<file path="config.mk">
export PLATFORM = sky130hd
export DESIGN_NAME = drc_run_ctrl
export DESIGN_NICKNAME = d
export VERILOG_FILES = /design/src/design/drc_run_ctrl.v
export VERILOG_INCLUDE_DIRS = /design/src /design/src/design
export SDC_FILE = /design/constraint.sdc
export NUM_CORES = 1
export LEC_CHECK = 0
export BUFFER_PORTS_ARGS = -buffer_cell sky130_fd_sc_hd__buf_2
export CAP_MARGIN = 20
export CORE_MARGIN = 1.5
export CORE_UTILIZATION = 35
export CTS_CLUSTER_SIZE = 30
export DETAILED_ROUTE_END_ITERATION = 7
export SETUP_SLACK_MARGIN = 0.3
export SLEW_MARGIN = 5
export SYNTH_ARGS = -nofsm -noshare
export SYNTH_HDL_FRONTEND = slang
export SYNTH_SLANG_ARGS = --single-unit
</file>
<file path="constraint.sdc">
create_clock -name SYS_CLK_I -period 3.4 [get_ports SYS_CLK_I]
set_clock_uncertainty 0.15 [all_clocks]
set_input_delay 0.17 -clock SYS_CLK_I [delete_from_list [all_inputs] [get_ports SYS_CLK_I]]
set_output_delay 0.17 -clock SYS_CLK_I [all_outputs]
set_load 0.02 [all_outputs]
</file>
<file path="src/design/drc_map.vh">
`ifndef DRC_MAP_VH
`define DRC_MAP_VH
// Register offsets (byte addresses, one word each)
`define DRC_REG_CTRL 8'h00
`define DRC_REG_CMD 8'h04
`define DRC_REG_STAT 8'h08
`define DRC_REG_PEND 8'h0c
// Control register fields
`define DRC_CTRL_RSTMASK 0
`define DRC_CTRL_IRQMASK 1
`define DRC_CTRL_FOURPIN 2
`define DRC_CTRL_RESET 3'h3
// Command register fields (write one to act)
`define DRC_CMD_BREAK 0
`define DRC_CMD_RUN 1
`define DRC_CMD_STEP 2
`define DRC_CMD_DBGRST 3
// Status register fields
`define DRC_STAT_STATE_LO 0
`define DRC_STAT_HALT 2
`define DRC_STAT_DSTOP 3
`define DRC_STAT_DROP 4
`define DRC_STAT_READY 5
// Link preparation waits
`define DRC_WAIT_1PIN_MS 140
`define DRC_WAIT_4PIN_MS 5
`define DRC_CLK_HZ 10000000
`define DRC_WAIT_1PIN_CYC (`DRC_WAIT_1PIN_MS * (`DRC_CLK_HZ / 1000))
`define DRC_WAIT_4PIN_CYC (`DRC_WAIT_4PIN_MS * (`DRC_CLK_HZ / 1000))
`endif

</file>
<file path="src/design/drc_run_ctrl.v">
// Behaviour
// - User and target resets are blocked while the core single steps.
// - User resets raised in break or step are dropped, never replayed.
// - Debugger reset always applies regardless of reset masking.
// - After debugger reset every CPU enters break.
// - Interrupts to the core are masked during break or step.
// - During free run interrupts pass unchanged only while the IRQ mask bit is clear; with it set the pending latch drives them.
// - Masked maskable, fast and float interrupts stay pending until acknowledged while unmasked or cleared by a pending register write.
// - Handler-entry breakpoint hit in free run breaks at handler start.
// - A break request releases the core from halt.
// - Halt during single step breaks at next instruction instead.
// - Deep stop during single step breaks at reset address instead.
`include "drc_map.vh"
`timescale 1ns/100ps
`default_nettype none
module drc_run_ctrl #(
	parameter NCPU = 2,
	parameter NIRQ = 3,
	parameter [31:0] WAIT_1PIN = `DRC_WAIT_1PIN_CYC,
	parameter [31:0] WAIT_4PIN = `DRC_WAIT_4PIN_CYC
) (
	// Clock and reset
	input wire SYS_CLK_I,
	input wire SYS_RST_I,
	// Register port
	input wire [7:0] ADDR_I,
	input wire [31:0] WDATA_I,
	input wire WR_I,
	input wire RD_I,
	output reg [31:0] RDATA_O,
	// Reset sources
	input wire PIN_RST_I,
	input wire SW_RST_I,
	output wire CORE_RST_O,
	// Interrupt requests: external_maskable, fast_external, float_exception
	input wire [NIRQ-1:0] IRQ_I,
	output wire [NIRQ-1:0] IRQ_O,
	input wire [NIRQ-1:0] IRQ_ACK_I,
	// Core run status
	input wire BP_HIT_I,
	input wire RETIRE_I,
	input wire HALT_INSN_I,
	input wire DSTOP_INSN_I,
	input wire WAKE_I,
	output wire HALT_O,
	output wire DSTOP_O,
	output wire [NCPU-1:0] CPU_BREAK_O,
	output wire RUN_EN_O,
	output wire REDIRECT_RST_O
);
	localparam ST_RUN = 2'h0;
	localparam ST_BRK = 2'h1;
	localparam ST_STEP = 2'h2;

	reg [1:0] st_q, st_d;
	reg [2:0] ctrl_q;
	reg halt_q, halt_d;
	reg dstop_q, dstop_d;
	reg drop_q, drop_d;
	reg dbg_rst_q;
	reg redir_q, redir_d;
	reg [31:0] wait_q;
	reg [NIRQ-1:0] pend_q;
	reg pin_s1_q, pin_s2_q;
	reg [NIRQ-1:0] irq_s1_q, irq_s2_q;

	wire wr_ctrl = WR_I && (ADDR_I == `DRC_REG_CTRL);
	wire wr_cmd = WR_I && (ADDR_I == `DRC_REG_CMD);
	wire wr_pend = WR_I && (ADDR_I == `DRC_REG_PEND);
	wire cmd_brk = wr_cmd && WDATA_I[`DRC_CMD_BREAK];
	wire cmd_run = wr_cmd && WDATA_I[`DRC_CMD_RUN];
	wire cmd_step = wr_cmd && WDATA_I[`DRC_CMD_STEP];
	wire cmd_rst = wr_cmd && WDATA_I[`DRC_CMD_DBGRST];
	wire in_dbg = (st_q != ST_RUN);
	wire user_rst = pin_s2_q | SW_RST_I;
	// Stepping and break always mask; free run honours reset mask bit
	wire rst_block = in_dbg | ctrl_q[`DRC_CTRL_RSTMASK];
	wire irq_mask = in_dbg;
	wire irq_bypass = !ctrl_q[`DRC_CTRL_IRQMASK] && !in_dbg;
	reg [NIRQ-1:0] irq_route;
	reg [31:0] wait_limit;
	wire link_ready;
	wire [31:0] stat_word;

	// Debug reset wins over every mask setting
	assign CORE_RST_O = dbg_rst_q | (user_rst & ~rst_block);
	assign IRQ_O = irq_route;
	assign HALT_O = halt_q;
	assign DSTOP_O = dstop_q;

	// Masked cores see nothing; the pending latch keeps requests
	always @* begin
		irq_route = pend_q;
		if (irq_mask) begin
			irq_route = {NIRQ{1'b0}};
		end else if (irq_bypass) begin
			irq_route = irq_s2_q;
		end
	end

	genvar c;
	generate
		for (c = 0; c < NCPU; c = c + 1) begin : g_cpu
			// Every core shares the one break state
			assign CPU_BREAK_O[c] = (st_q == ST_BRK);
		end
	endgenerate

	always @* begin
		if (ctrl_q[`DRC_CTRL_FOURPIN]) begin
			wait_limit = WAIT_4PIN;
		end else begin
			wait_limit = WAIT_1PIN;
		end
	end
	assign link_ready = (wait_q >= wait_limit);
	assign stat_word = {26'h0, link_ready, drop_q, dstop_q, halt_q, st_q};
	assign RUN_EN_O = (st_q != ST_BRK) && !halt_q && !dstop_q;
	assign REDIRECT_RST_O = redir_q;

	always @* begin
		st_d = st_q;
		halt_d = halt_q;
		dstop_d = dstop_q;
		redir_d = 1'b0;
		drop_d = drop_q;
		if (wr_pend && WDATA_I[8]) begin
			drop_d = 1'b0;
		end
		// A new drop beats the clear in the same cycle
		if (user_rst && in_dbg) begin
			drop_d = 1'b1;
		end
		case (st_q)
			ST_RUN: begin
				if (cmd_brk || BP_HIT_I) begin
					// Handler entry breakpoint stops before its first insn
					st_d = ST_BRK;
					halt_d = 1'b0;
				end else if (HALT_INSN_I) begin
					halt_d = 1'b1;
				end else if (DSTOP_INSN_I) begin
					dstop_d = 1'b1;
				end else if (WAKE_I) begin
					halt_d = 1'b0;
					dstop_d = 1'b0;
				end
				if (cmd_brk) begin
					dstop_d = 1'b0;
				end
			end
			ST_BRK: begin
				if (cmd_step) begin
					st_d = ST_STEP;
				end else if (cmd_run) begin
					st_d = ST_RUN;
				end
			end
			ST_STEP: begin
				if (DSTOP_INSN_I) begin
					st_d = ST_BRK;
					redir_d = 1'b1;
				end else if (HALT_INSN_I || RETIRE_I || cmd_brk) begin
					st_d = ST_BRK;
				end
			end
			default: begin
				st_d = ST_BRK;
			end
		endcase
		if (dbg_rst_q) begin
			st_d = ST_BRK;
			halt_d = 1'b0;
			dstop_d = 1'b0;
		end
	end

	genvar g;
	generate
		for (g = 0; g < NIRQ; g = g + 1) begin : g_pend
			// Request pins are asynchronous to this clock
			always @(posedge SYS_CLK_I) begin
				if (SYS_RST_I) begin
					irq_s1_q[g] <= 1'b0;
					irq_s2_q[g] <= 1'b0;
				end else begin
					irq_s1_q[g] <= IRQ_I[g];
					irq_s2_q[g] <= irq_s1_q[g];
				end
			end
			always @(posedge SYS_CLK_I) begin
				if (SYS_RST_I) begin
					pend_q[g] <= 1'b0;
				end else begin
					// Arrival beats acknowledge in the same cycle
					if (irq_s2_q[g]) begin
						pend_q[g] <= 1'b1;
					end else if (IRQ_ACK_I[g] && !irq_mask) begin
						pend_q[g] <= 1'b0;
					end else if (wr_pend && WDATA_I[g]) begin
						pend_q[g] <= 1'b0;
					end
				end
			end
		end
	endgenerate

	// Reset pin comes from the board, so two stages first
	always @(posedge SYS_CLK_I) begin
		if (SYS_RST_I) begin
			pin_s1_q <= 1'b0;
			pin_s2_q <= 1'b0;
		end else begin
			pin_s1_q <= PIN_RST_I;
			pin_s2_q <= pin_s1_q;
		end
	end

	always @(posedge SYS_CLK_I) begin
		if (SYS_RST_I) begin
			st_q <= ST_RUN;
			halt_q <= 1'b0;
			dstop_q <= 1'b0;
			redir_q <= 1'b0;
			dbg_rst_q <= 1'b0;
		end else begin
			st_q <= st_d;
			halt_q <= halt_d;
			dstop_q <= dstop_d;
			redir_q <= redir_d;
			dbg_rst_q <= cmd_rst;
		end
	end

	always @(posedge SYS_CLK_I) begin
		if (SYS_RST_I) begin
			ctrl_q <= `DRC_CTRL_RESET;
		end else if (wr_ctrl) begin
			ctrl_q <= WDATA_I[2:0];
		end
	end

	// Sticky drop flag, cleared only by software
	always @(posedge SYS_CLK_I) begin
		if (SYS_RST_I) begin
			drop_q <= 1'b0;
		end else begin
			drop_q <= drop_d;
		end
	end

	// Advisory only: the core is not held, software polls the flag
	// before it resets itself or enters deep stop
	always @(posedge SYS_CLK_I) begin
		if (SYS_RST_I) begin
			wait_q <= 32'h0;
		end else if (dbg_rst_q) begin
			wait_q <= 32'h0;
		end else if (wait_q != 32'hffffffff) begin
			wait_q <= wait_q + 32'h1;
		end
	end

	// Read data stand one cycle only, zero otherwise
	always @(posedge SYS_CLK_I) begin
		if (SYS_RST_I) begin
			RDATA_O <= 32'h0;
		end else if (RD_I) begin
			case (ADDR_I)
				`DRC_REG_CTRL: begin
					RDATA_O <= {29'h0, ctrl_q};
				end
				`DRC_REG_STAT: begin
					RDATA_O <= stat_word;
				end
				`DRC_REG_PEND: begin
					RDATA_O <= {{(32-NIRQ){1'b0}}, pend_q};
				end
				default: begin
					RDATA_O <= 32'h0;
				end
			endcase
		end else begin
			RDATA_O <= 32'h0;
		end
	end
endmodule
`default_nettype wire

</file>
After elaboration in Yosys (flattened, before gate mapping)
Cells that the tools add are included.
{"block": "totals", "reg_bits": 85, "input_bits": 57}
{"block": "op_classes", "reduce_logical": 41, "bitwise_logic": 7, "n_eq_ne": 16, "mux": 31, "order_cmp": 1, "add_sub_neg": 1}
{"operator": "32-bit by 1-bit adder with 32-bit output, second input constant", "count": 1}
{"operator": "32-bit >= comparator", "count": 1}
{"operator": "32-bit != test, second input constant", "count": 1}
{"operator": "1-bit 2-to-1 mux", "count": 21}
{"operator": "21-bit 2-to-1 mux", "count": 1}
{"operator": "1-bit logical AND", "count": 18}
{"operator": "6-bit one-hot mux with 3 select lines", "count": 1}
{"operator": "8-bit by 4-bit == test with 1-bit output, second input constant", "count": 2}
{"operator": "3-bit nonzero test", "count": 5}
{"operator": "2-bit 2-to-1 mux", "count": 5}
{"operator": "3-bit AND reduction", "count": 3}
{"operator": "8-bit by 3-bit == test with 1-bit output, second input constant", "count": 1}
{"operator": "8-bit zero test", "count": 1}
{"operator": "3-bit 2-to-1 mux", "count": 2}
{"operator": "3-bit != test, second input constant", "count": 2}
{"operator": "2-bit one-hot mux with 3 select lines", "count": 1}
{"operator": "2-bit OR reduction", "count": 3}
{"operator": "1-bit zero test", "count": 4}
{"operator": "2-bit by 1-bit != test with 1-bit output, second input constant", "count": 2}
{"operator": "2-bit != test, second input constant", "count": 2}
{"operator": "4-bit by 1-bit != test with 1-bit output, second input constant", "count": 1}
{"operator": "4-bit != test, second input constant", "count": 1}
{"operator": "4-bit AND reduction", "count": 1}
{"operator": "2-bit nonzero test", "count": 2}
{"operator": "9 further kinds", "count": 15}

Depth between registers and ports, before layout
Gate-level depths: netlist of the first run.
{"block": "logic_depth", "depth_word": 8, "ltp_mapped": 8, "mapped_depth_nobuf": 7}

Worst setup path before layout of the first run
Ideal clock, no wire load.
{"block": "synth_path", "path_kind": "flip-flop to flip-flop", "start": "register wait_q[1]", "end": "register wait_q[26]", "path_stages_with_launch": 8, "arrival_ns": 1.836, "period_less_slack_ns": 2.103, "path_slack_ns": 1.297, "required_time_ns": 3.134, "setup_ns": 0.116, "path_cell_list": "dfxtp_1 ha_1 nand4_1 or2_2 buf_2 nor4_2 a31oi_1 a41o_1"}
{"block": "synth_between", "elab_chain_len": 1}
{"element": "start: declaration", "line": "drc_run_ctrl.v:62", "rtl": "reg [31:0] wait_q;"}
{"element": "start signal: assignment", "line": "drc_run_ctrl.v:260", "rtl": "wait_q <= wait_q + 32'h1;"}
{"element": "32-bit by 1-bit adder with 32-bit output / 32-bit != test (equally long branches)", "line": "drc_run_ctrl.v:260, drc_run_ctrl.v:259"}
Several ways; a longest one is shown, not always the timed one.
A chain may end at the register's enable or synchronous reset.

Worst setup path in the final report of the first run
{"block": "layout_path", "start": "input DSTOP_INSN_I", "end": "register st_q[1]"}
{"block": "layout_between", "elab_chain_len": 2}
{"element": "start: declaration", "line": "drc_run_ctrl.v:43", "rtl": "input wire DSTOP_INSN_I,"}
{"element": "3-bit != test (no source line) / 2-bit 2-to-1 mux (equally long branches)"}
{"element": "3-bit AND reduction (no source line) / 2-bit one-hot mux with 3 select lines (equally long branches)"}
{"element": "end signal: assignment", "line": "drc_run_ctrl.v:227", "rtl": "st_q <= st_d;"}
{"element": "end: declaration", "line": "drc_run_ctrl.v:55", "rtl": "reg [1:0] st_q, st_d;"}
Several ways; a longest one is shown, not always the timed one.

==> flow_metrics.py, run 1 <==
metrics = {
    "timing": {
        "report.final.setup_viol": 0,
        "min_period_over_period_pct": 71.0,
        "fin_tns_setup_ns": 0,
        "unrepaired_setup_endpoints_after_global_routing": "no",
        "timing.final.max_slew_violations": 0,
        "hold_viol_final": 0,
        "max_clock_freq_mhz": 414,
        "worstMarginPinSlew_ns": 0.652,
        "slew_headroom_pct": 56.4,
        "period_minus_slack_ns": 2.42,
    },
    "worst_setup_path": {
        "critical-path-max-stage-delay_ns": 0.61,
        "start_kind": "input port",
        "timing.critical_path.required_ns": 3.53,
        "critPathMaxFanout": 4,
        "timing.critical_path.mode_cell": "sky130_fd_sc_hd__dlygate4sd3_1",
        "cpMaxStageDelayCell": "sky130_fd_sc_hd__dlygate4sd3_1",
        "worst_path_arrival_time_ns": 2.55,
        "worstSetupEndpointType": "flop",
        "cp.depth": 7,
        "r2r_cells": 6,
        "cp.buffers_inverters": 4,
        "critPathTopFamily": "buffers and inverters",
        "worstPathCellList": "dlygate4sd3_1 -> buf_2 -> nor4_1 -> dlygate4sd3_1 -> nand2_1 -> a21oi_1 -> dlygate4sd3_1",
        "timing_worst_setup_path_type": "in -> reg",
    },
    "placement": {
        "place_hpwl_um": 5050,
        "postPlaceCellArea_um2": 3410,
        "place.port_buffers": 45,
        "gpl.final_weighted_congestion": 0.797,
    },
    "detailed_routing": {
        "detail_route.drc_violations": 0,
        "ant_nets": 0,
        "number_of_iterations_in_the_first_detailed_routing_pass": 4,
        "drt-total-wl_um": 7210,
        "drt_iter0_markers": 126,
        "route.detailed.vias_per_inst": 5.13,
        "routed_wire_length_per_instance_um": 13.3,
        "total_number_of_vias": 2784,
    },
    "global_routing": {
        "use_met2_pct": 25.7,
        "antenna_violations_before_repair": 0,
        "grt.busiest_layer": "met2",
        "total_routing_resource_utilization_after_global_routing_pct": 15.5,
        "met1_usage_pct": 19.7,
        "largest_net_degree_at_the_start_of_global_routing": 31,
        "number_of_global_route_vias_before_repair": 2636,
        "globalRoute.totalOverflow": 0,
        "first_pass_grt_wire_length_um": 12400,
        "grt_util_met3_pct": 2.60,
    },
    "logic_synthesis": {
        "ys.warnings.count": 0,
        "synth_async_reset_ratio_pct": 0,
        "synth_sequential_area_ratio_pct": 36.5,
        "mapped_avg_cell_area_um2": 8.61,
        "synth_flop_cell": "sky130_fd_sc_hd__dfxtp_1",
        "synthesized_instance_count": 376,
        "syn-cell-area_um2": 3240,
        "synth-edff-count": 0,
        "yosysUniqueCellTypes": 57,
        "postSynthRegisterBits": 59,
    },
    "final_layout": {
        "n_fill_cell": 904,
        "drive_gt1_share_pct": 17.5,
        "multi_input_area_um2": 1830,
        "area.growth.synth_to_final_pct": 16.6,
        "stdcell_area_um2": 3770,
        "insertedDiodeCount": 0,
        "most-common-layout-cells": "sky130_fd_sc_hd__dfxtp_1 (59), sky130_fd_sc_hd__nor2_1 (46), sky130_fd_sc_hd__buf_2 (45)",
        "final_common_cell": "sky130_fd_sc_hd__dfxtp_1",
        "fin_nets": 501,
        "register_area_um2": 1180,
    },
    "clocking": {
        "cts_buffers": 9,
        "post_cts_resize_count": 0,
        "clk-insertion-delay-late_ns": 0.34,
        "tritoncts": "yes",
        "ctsRootBufferMaster": "sky130_fd_sc_hd__clkbuf_8",
        "htree_num_levels": 3,
        "clkSinkCount": 59,
        "clockBufferDepth": 2,
        "path_clk_slew_ns": 0.07,
    },
    "power": {
        "p_clk_share_pct": 41.2,
        "leakagePower_nw": 1.60,
        "pwr-share-seq_pct": 50.0,
        "p_sw_uw": 358,
        "pwr_density_cell_nw_per_um2": 379,
        "post-layout-total-power_mw": 1.43,
        "power.share.switching_pct": 25.1,
        "ir_worst_vdd_uv": 199,
        "intPower_mw": 1.07,
        "p_comb_share_pct": 8.9,
    },
    "job": {
        "drv.max_cap_violation_count": 0,
    },
    "floorplanning": {
        "pin_count": 99,
        "floorplan.die.width_um": 99.2,
        "die_y_um": 99.2,
        "core.rowCount": 34,
        "placeableCoreArea_um2": 8850,
        "floorplan.die_area_um2": 9830,
        "floorplan.initialDensity_pct": 36.6,
    },
    "hold_path": {
        "min_delay_path_depth": 4,
        "worst_hold_path_type": "in -> reg",
    },
    "run_status": {
        "run_status": "completed",
    },
}
-- power groups by stage --
stage	Sequential [mW]	Combinational [mW]	Clock (mW)
2_1_floorplan	0.727	0.101	0
3_3_place_gp	0.728	0.111	0
3_5_place_dp	0.729	0.112	0
4_1_cts	0.713	0.126	0.608
5_1_grt	0.715	0.141	0.635
6_report	0.713	0.127	0.588
-- cells by family after synthesis --
| logic type | count (synthesis) | share of synthesized area (%) |
|---|---|---|
| XOR/XNOR | 18 | 4.87 |
| multiplexers | 9 | 2.78 |
| AO/OA/AOI/OAI | 66 | 14.8 |
| AND/OR/NAND/NOR | 157 | 26.2 |
| other | 1 | 0.116 |
| flip-flops | 59 | 36.5 |
| buffers and inverters | 53 | 9.74 |
| adder cells (fa/ha/maj) | 13 | 5.03 |
-- final timing paths --
| path | startpoint | to | slack [ns] |
|---|---|---|---|
| worst max-delay path | DSTOP_INSN_I | st_q[1] | 0.98 |
| worst min-delay path | IRQ_ACK_I[0] | pend_q[0] | 0.02 |
| worst max register to register | wait_q[1] | wait_q[26] | 1.06 |
| worst min register to register | irq_s1_q[2] | irq_s2_q[2] | 0.29 |
-- per-layer routing --
layer	up-vias	share of wire, %
met5	-	0
met4	0	2.0
met3	10	4.1
met2	71	47
met1	1297	47
li1	1406	-
-- Yosys cell counts, types with 11 or more instances --
| master | instances | share of area [%] |
|---|---|---|
| sky130_fd_sc_hd__buf_4 | 27 | 6.3 |
| sky130_fd_sc_hd__a31oi_1 | 11 | 2.1 |
| sky130_fd_sc_hd__nand3_1 | 13 | 2.0 |
| sky130_fd_sc_hd__nor2b_1 | 12 | 2.3 |
| sky130_fd_sc_hd__dfxtp_1 | 59 | 37 |
| sky130_fd_sc_hd__clkbuf_1 | 11 | 1.3 |
| sky130_fd_sc_hd__o21ai_0 | 12 | 1.9 |
| sky130_fd_sc_hd__xnor2_1 | 12 | 3.2 |
| sky130_fd_sc_hd__nand2_1 | 23 | 2.7 |
| sky130_fd_sc_hd__a21oi_1 | 13 | 2.0 |
| sky130_fd_sc_hd__nor2_1 | 46 | 5.3 |
| sky130_fd_sc_hd__nor4_1 | 11 | 2.1 |
| sky130_fd_sc_hd__ha_1 | 13 | 5.0 |
-- registers in the layout, summed over array words and instances (netlist names) --
name / flops
pend_q: 3
pin_s2_q: 1
ctrl_q: 3
DSTOP_O: 1
REDIRECT_RST_O: 1
HALT_O: 1
pin_s1_q: 1
irq_s2_q: 3
dbg_rst_q: 1
irq_s1_q: 3
RDATA_O: 6
drop_q: 1
st_q: 2
wait_q: 32
-- final cells by class --
| cell class | count | area share (%) |
|---|---|---|
| multi-input cells | 289 | 48.6 |
| flip-flops and latches | 59 | 31.3 |
| repair buffers | 64 | 10.9 |
| clock buffers | 13 | 4.48 |
| well taps | 108 | 3.58 |
| inverters | 8 | 0.796 |
| clock inverters | 2 | 0.265 |
-- through the flow --
stage | setup WS, ns | hold WS (ns) | util [%] | cells
detailed placement | 1.09 | 0.235 | 38.6 | 510
global placement | 1.10 | 0.228 | 38.6 | 510
global route | 0.842 | 0.0310 | 42.6 | 543
finish | 0.985 | 0.0173 | 42.6 | 543
floorplan | 1.30 | 0.138 | - | 401
CTS | 1.03 | 0.00712 | 42.6 | 543
-- worst reg2reg max path, cell delays in order, from the launching register on --
cell,delay [ns]
sky130_fd_sc_hd__dfxtp_1,0.41
sky130_fd_sc_hd__ha_1,0.23
sky130_fd_sc_hd__nand4_1,0.24
sky130_fd_sc_hd__or2_2,0.47
sky130_fd_sc_hd__nor4_2,0.38
sky130_fd_sc_hd__a31oi_1,0.14
sky130_fd_sc_hd__a41o_1,0.21
-- timing repair --
action                    4_1_cts  5_1_grt
setup buffers                   0        0
hold buffers                   18        0
hold endpoints to repair       14        0
No activity file was read; power rests on OpenSTA's default activity.
==> run 2, diff against run 1 <==
Settings changed: ABC_AREA set to 1.
Clock period 3.4 ns to 2.4 ns, I/O delays scaled along.
==> run 2 against run 1 <==
Compared with the run above:
- total power grew 40%
- hold slack lost 0.0033 ns
- synthesized area grew 16%
- critical path depth grew 3
- synthesized cell count grew 54%
- global-route usage grew 2.6 points
- final cell count grew 48%
- count of clock-buffer cells in the layout shrank 2
- sequential share of layout area shrank 4.9 points
==> flow_metrics.py, run 2 <==
metrics = {
    "worst_setup_path": {
        "worst_path_arrival_time_ns": 2.07,
        "start_kind": "flop",
        "reg2reg_setup_slack_ns": 0.47,
        "critical-path-max-stage-delay_ns": 0.38,
        "timing.critical_path.required_ns": 2.54,
        "critPathTopFamily": "simple AND/OR/NAND/NOR gates",
        "worstPathCellList": "ha_1 -> nand3_1 -> inv_2 -> nand2_2 -> nor2_4 -> nand2_2 -> buf_4 -> nand3_1 -> nand2_1 -> inv_1",
        "critPathMaxFanout": 16,
        "worstSetupEndpointType": "flop",
        "cpMaxStageDelayCell": "sky130_fd_sc_hd__dfxtp_1",
        "timing_worst_setup_path_type": "reg -> reg",
        "cp.buffers_inverters": 3,
    },
    "floorplanning": {
        "floorplan.die_area_um2": 11300,
        "pin_count": 99,
        "floorplan.initialDensity_pct": 36.2,
        "core.rowCount": 37,
        "placeableCoreArea_um2": 10300,
        "floorplan.die.width_um": 106,
        "die_y_um": 106,
    },
    "logic_synthesis": {
        "synth_largest_area_cell": "sky130_fd_sc_hd__dfxtp_1",
        "dominant_cell_by_count_in_the_synthesized_netlist": "sky130_fd_sc_hd__nand2_1",
        "synth_flop_cell": "sky130_fd_sc_hd__dfxtp_1",
        "synthesized_instance_count": 580,
        "synth_sequential_area_ratio_pct": 31.6,
        "yosysUniqueCellTypes": 30,
        "mapped_avg_cell_area_um2": 6.45,
        "synth_top_cell_area_share_pct": 31.6,
        "yosys-top-cells-count": "sky130_fd_sc_hd__nand2_1 (167), sky130_fd_sc_hd__nor2_1 (93), sky130_fd_sc_hd__inv_1 (83), sky130_fd_sc_hd__dfxtp_1 (59), sky130_fd_sc_hd__nand3_1 (37)",
        "synth_async_reset_ratio_pct": 0,
        "postSynthRegisterBits": 59,
        "cell_types_occupying_the_most_area_after_synthesis": "sky130_fd_sc_hd__dfxtp_1 (32%), sky130_fd_sc_hd__nand2_1 (17%), sky130_fd_sc_hd__nor2_1 (9.3%)",
        "ys.warnings.count": 0,
        "syn-cell-area_um2": 3740,
        "synth-edff-count": 0,
    },
    "hold_path": {
        "worst_hold_path_type": "in -> reg",
    },
    "power": {
        "pwr-share-seq_pct": 50.5,
        "intPower_mw": 1.49,
        "power.share.switching_pct": 25.7,
        "p_comb_share_pct": 10.0,
        "p_clk_share_pct": 39.5,
        "leakagePower_nw": 2.18,
        "post-layout-total-power_mw": 2.00,
        "ir_worst_vdd_uv": 287,
        "pwr_density_cell_nw_per_um2": 447,
        "p_sw_uw": 515,
    },
    "final_layout": {
        "fin_nets": 732,
        "area.growth.synth_to_final_pct": 19.9,
        "layout.core_utilization_pct": 43.4,
        "reg_top3": "wait_q x32, RDATA_O x6",
        "drive_gt1_share_pct": 14.3,
        "insertedDiodeCount": 0,
        "top_register": "wait_q",
        "most-common-layout-cells": "sky130_fd_sc_hd__nand2_1 (167), sky130_fd_sc_hd__nor2_1 (92), sky130_fd_sc_hd__inv_1 (82)",
        "n_fill_cell": 1074,
        "final_common_cell": "sky130_fd_sc_hd__nand2_1",
        "largest_reg_flops": 32,
    },
    "detailed_routing": {
        "detail_route.drc_violations": 0,
        "route.detailed.vias_per_inst": 4.52,
        "ant_nets": 0,
        "number_of_iterations_in_the_first_detailed_routing_pass": 6,
        "drt-total-wl_um": 9670,
        "routed_wire_length_per_instance_um": 12.1,
        "total_number_of_vias": 3622,
        "drt_iter0_markers": 184,
    },
    "global_routing": {
        "first_pass_grt_wire_length_um": 16000,
        "total_routing_resource_utilization_after_global_routing_pct": 18.2,
        "largest_net_degree_at_the_start_of_global_routing": 21,
        "globalRoute.totalOverflow": 0,
        "antenna_violations_before_repair": 0,
        "number_of_global_route_vias_before_repair": 3447,
    },
    "clocking": {
        "path_clk_slew_ns": 0.07,
        "cts_buffers": 9,
        "clkSinkCount": 59,
        "clk-insertion-delay-late_ns": 0.35,
        "htree_num_levels": 3,
        "tritoncts": "yes",
        "clockBufferDepth": 2,
        "ctsRootBufferMaster": "sky130_fd_sc_hd__clkbuf_8",
    },
    "timing": {
        "fin_tns_setup_ns": 0,
        "setup_slack_ns": 0.472,
        "period_minus_slack_ns": 1.93,
        "unrepaired_setup_endpoints_after_global_routing": "no",
        "report.final.setup_viol": 0,
        "hold_viol_final": 0,
        "min_period_over_period_pct": 80.3,
        "max_clock_freq_mhz": 519,
        "timing.final.max_slew_violations": 0,
    },
    "run_status": {
        "run_status": "completed",
    },
    "job": {
        "drv.max_cap_violation_count": 0,
    },
    "placement": {
        "place_hpwl_um": 7190,
        "place.port_buffers": 45,
        "gpl.final_weighted_congestion": 0.882,
        "post-place-ws_ns": 0.405,
    },
}
run 2: routing by layer:
layer	GRT usage, %	share of wire (%)	routed length, um
met5	0	0	0
met3	3.74	4.4	422
met4	6.95	1.4	139
met1	22.1	48	4620
met2	31.3	46	4490
run 2: worst paths after layout:
path	start	to	depth (start not counted)
setup / recovery	wait_q[1]	wait_q[29]	10
hold / removal	WR_I	pend_q[1]	4
setup reg to reg	wait_q[1]	wait_q[29]	10
hold reg to reg	irq_s1_q[0]	irq_s2_q[0]	2
run 2: layout make-up:
cell class / count / area (um2) / share of cell area [%]
multi-input cells: 426 / 2070 / 46.2
flip-flops and latches: 59 / 1180 / 26.4
repair buffers: 82 / 576 / 12.8
inverters: 84 / 319 / 7.12
well taps: 136 / 170 / 3.80
clock buffers: 11 / 151 / 3.38
clock inverters: 3 / 15.0 / 0.335
run 2: worst min-delay path: cells and delay by family:
kind            cells  cell delay, ns
simple gates        2            0.15
compound gates      1            0.05
buf+inv             1            0.13
run 2: stage by stage:
step | instances | instance area [um2] | hold slack [ns]
final | 801 | 4480 | 0.0140
after detailed placement | 756 | 4000 | 0.178
after floorplan | 605 | 3830 | 0.0770
after global routing | 801 | 4480 | 0.0301
after CTS | 799 | 4460 | 0.00144
after global placement | 756 | 4000 | 0.169
run 2: power by group through the flow:
stage / sequential (mW) / clock (mW) / combinational [mW]
global route: 1.01 / 0.862 / 0.222
detailed placement: 1.03 / 0 / 0.161
global placement: 1.03 / 0 / 0.159
floorplan: 1.03 / 0 / 0.143
CTS: 1.01 / 0.823 / 0.196
finish: 1.01 / 0.791 / 0.201
run 2: cell families (layout without fill, tap and decap cells):
family          after synthesis  after routing  synth area share, %
simple gates                340            340                 39.4
compound gates               35             35                 6.09
other cells                   1             26                0.100
buf+inv                     120            180                 15.6
flops                        59             59                 31.6
fa+ha+maj                    13             13                 4.35
xor+xnor                     12             12                 2.81
run 2: what timing repair did:
item / 4_1_cts / 5_1_grt
hold endpoints to repair: 22 / 0
resized for setup: 0 / 3
hold buffers: 29 / 0
endpoints found under the setup margin: 0 / 17
setup buffers: 0 / 2
==> run 3, diff against run 2 <==
Clock period 2.4 ns to 2 ns, I/O delays scaled along.
==> run 3 against run 2 <==
Compared with the run above:
- sequential power up 19%
- register-to-register slack worse by 0.16 ns
- final cell count up 3.6%
- hold slack worse by 0.0053 ns
- combinational power up 31%
- global-route usage up 0.72 points
- critical endpoint is now RDATA_O[5]
- largest cell class unchanged
- highest routed layer unchanged
==> flow_metrics.py, run 3 (synthesis gave the netlist of run 2 again) <==
metrics = {
    "run_status": {
        "run_status": "completed",
    },
    "floorplanning": {
        "placeableCoreArea_um2": 10300,
        "floorplan.die.width_um": 106,
        "core.rowCount": 37,
        "pin_count": 99,
        "floorplan.die_area_um2": 11300,
        "floorplan.initialDensity_pct": 36.2,
        "die_y_um": 106,
    },
    "timing": {
        "worstMarginPinSlew_ns": 0.684,
        "min_period_over_period_pct": 84.3,
        "fin_tns_setup_ns": 0,
        "period_minus_slack_ns": 1.69,
        "setup_slack_ns": 0.314,
        "slew_headroom_pct": 54.3,
        "max_clock_freq_mhz": 593,
        "unrepaired_setup_endpoints_after_global_routing": "yes",
        "timing.final.max_slew_violations": 0,
        "report.final.setup_viol": 0,
        "hold_viol_final": 0,
    },
    "worst_setup_path": {
        "start_kind": "flop",
        "worst_r2r_startpoint": "ctrl_q[2]",
        "worst_setup_path_startpoint": "ctrl_q[2]",
        "timing_worst_setup_path_type": "reg -> reg",
        "worstSetupEndpointType": "flop",
        "timing.critical_path.required_ns": 2.15,
        "worst_path_arrival_time_ns": 1.83,
        "critPathMaxFanout": 6,
    },
    "final_layout": {
        "top_register": "wait_q",
        "n_fill_cell": 1009,
        "final_common_cell": "sky130_fd_sc_hd__nand2_1",
        "insertedDiodeCount": 0,
        "reg_top3": "wait_q x32, RDATA_O x6",
        "area.growth.synth_to_final_pct": 35.3,
        "drive_gt1_share_pct": 28.0,
        "register_area_um2": 1250,
        "largest_reg_flops": 32,
        "multi_input_area_um2": 2260,
        "layout.core_utilization_pct": 49.0,
        "fin_nets": 760,
        "most-common-layout-cells": "sky130_fd_sc_hd__nand2_1 (159), sky130_fd_sc_hd__inv_1 (79), sky130_fd_sc_hd__nor2_1 (71)",
    },
    "clocking": {
        "cts_buffers": 9,
        "clk-insertion-delay-late_ns": 0.35,
        "clockBufferDepth": 2,
        "ctsRootBufferMaster": "sky130_fd_sc_hd__clkbuf_8",
        "tritoncts": "yes",
        "htree_num_levels": 3,
        "clkSinkCount": 59,
        "path_clk_slew_ns": 0.08,
    },
    "global_routing": {
        "total_routing_resource_utilization_after_global_routing_pct": 18.9,
        "number_of_global_route_vias_before_repair": 3496,
        "globalRoute.totalOverflow": 0,
        "antenna_violations_before_repair": 0,
        "largest_net_degree_at_the_start_of_global_routing": 21,
        "first_pass_grt_wire_length_um": 16600,
    },
    "power": {
        "leakagePower_nw": 2.41,
        "pwr-share-seq_pct": 46.0,
        "power.share.switching_pct": 26.4,
        "ir_worst_vdd_uv": 368,
        "intPower_mw": 1.92,
        "p_clk_share_pct": 43.9,
        "p_sw_uw": 688,
        "p_comb_share_pct": 10.1,
        "pwr_density_cell_nw_per_um2": 516,
    },
    "placement": {
        "place.port_buffers": 45,
        "post-place-ws_ns": 0.190,
        "gpl.final_weighted_congestion": 0.881,
        "place_hpwl_um": 7290,
    },
    "detailed_routing": {
        "detail_route.drc_violations": 0,
        "number_of_iterations_in_the_first_detailed_routing_pass": 4,
        "ant_nets": 0,
        "drt-total-wl_um": 10700,
        "routed_wire_length_per_instance_um": 12.9,
        "route.detailed.vias_per_inst": 4.64,
        "drt_iter0_markers": 199,
        "total_number_of_vias": 3851,
    },
    "job": {
        "drv.max_cap_violation_count": 0,
    },
    "hold_path": {
        "worst_hold_path_type": "in -> reg",
        "worstHoldStart": "ADDR_I[0]",
    },
}
-- run 3: cell type report --
type | count | share of cell area (%)
clock buffers | 11 | 2.99
clock inverters | 4 | 0.990
inverters | 84 | 6.31
multi-input cells | 426 | 44.6
flip-flops and latches | 59 | 24.7
well taps | 136 | 3.36
repair buffers | 110 | 17.0
-- run 3: worst max-delay path, cell delays in order, from the launching register on --
cell and delay, ns:
sky130_fd_sc_hd__dfxtp_4 0.37, sky130_fd_sc_hd__buf_8 0.14, sky130_fd_sc_hd__ha_4 0.26, sky130_fd_sc_hd__inv_2 0.04, sky130_fd_sc_hd__nor3_4 0.17, sky130_fd_sc_hd__nand2_1 0.10, sky130_fd_sc_hd__nor2_2 0.16, sky130_fd_sc_hd__nand2_1 0.07
sky130_fd_sc_hd__nand3_1 0.08, sky130_fd_sc_hd__nand2_1 0.05, sky130_fd_sc_hd__inv_1 0.04
-- run 3: path summary, 6_finish.rpt --
check / slack, ns / depth (start not counted) / end
worst max register to register: 0.31 / 10 / RDATA_O[5]
worst min register to register: 0.27 / 2 / irq_s2_q[0]
worst min-delay path: 0.009 / 6 / st_q[1]
worst max-delay path: 0.31 / 10 / RDATA_O[5]
-- run 3: metal layers --
layer | track usage (%) | vias to the layer above | share of wire (%)
met5 | 0 | - | 0
met4 | 6.47 | 0 | 1.6
met3 | 4.60 | 15 | 4.9
met2 | 31.7 | 116 | 49
met1 | 23.5 | 1757 | 45
li1 | - | 1963 | -
-- run 3: metrics by stage --
step           cell area [um2]  power (mW)  hold WS [ns]  instances
5_1_grt                   5060        2.72        0.0464        830
3_5_place_dp              4040        1.44         0.158        761
2_1_floorplan             3830        1.41        0.0570        605
4_1_cts                   4620        2.62       0.00738        808
3_3_place_gp              4040        1.43         0.153        761
6_report                  5060        2.61       0.00868        830
-- run 3: power by group through the flow --
stage	Sequential, mW	Combinational [mW]	Clock (mW)
final	1.20	0.264	1.15
after global routing	1.20	0.289	1.23
after CTS	1.21	0.244	1.16
after detailed placement	1.24	0.200	0
after global placement	1.24	0.197	0
after floorplan	1.24	0.172	0
-- run 3: repair_timing --
action                                  4_1_cts  5_1_grt
endpoints found under the setup margin       33       39
setup buffers                                 1       20
pin swaps                                     4       20
hold buffers                                 31        0
gates resized for setup                      22       81
gates cloned                                  0        2
endpoints found under the hold margin        23        0
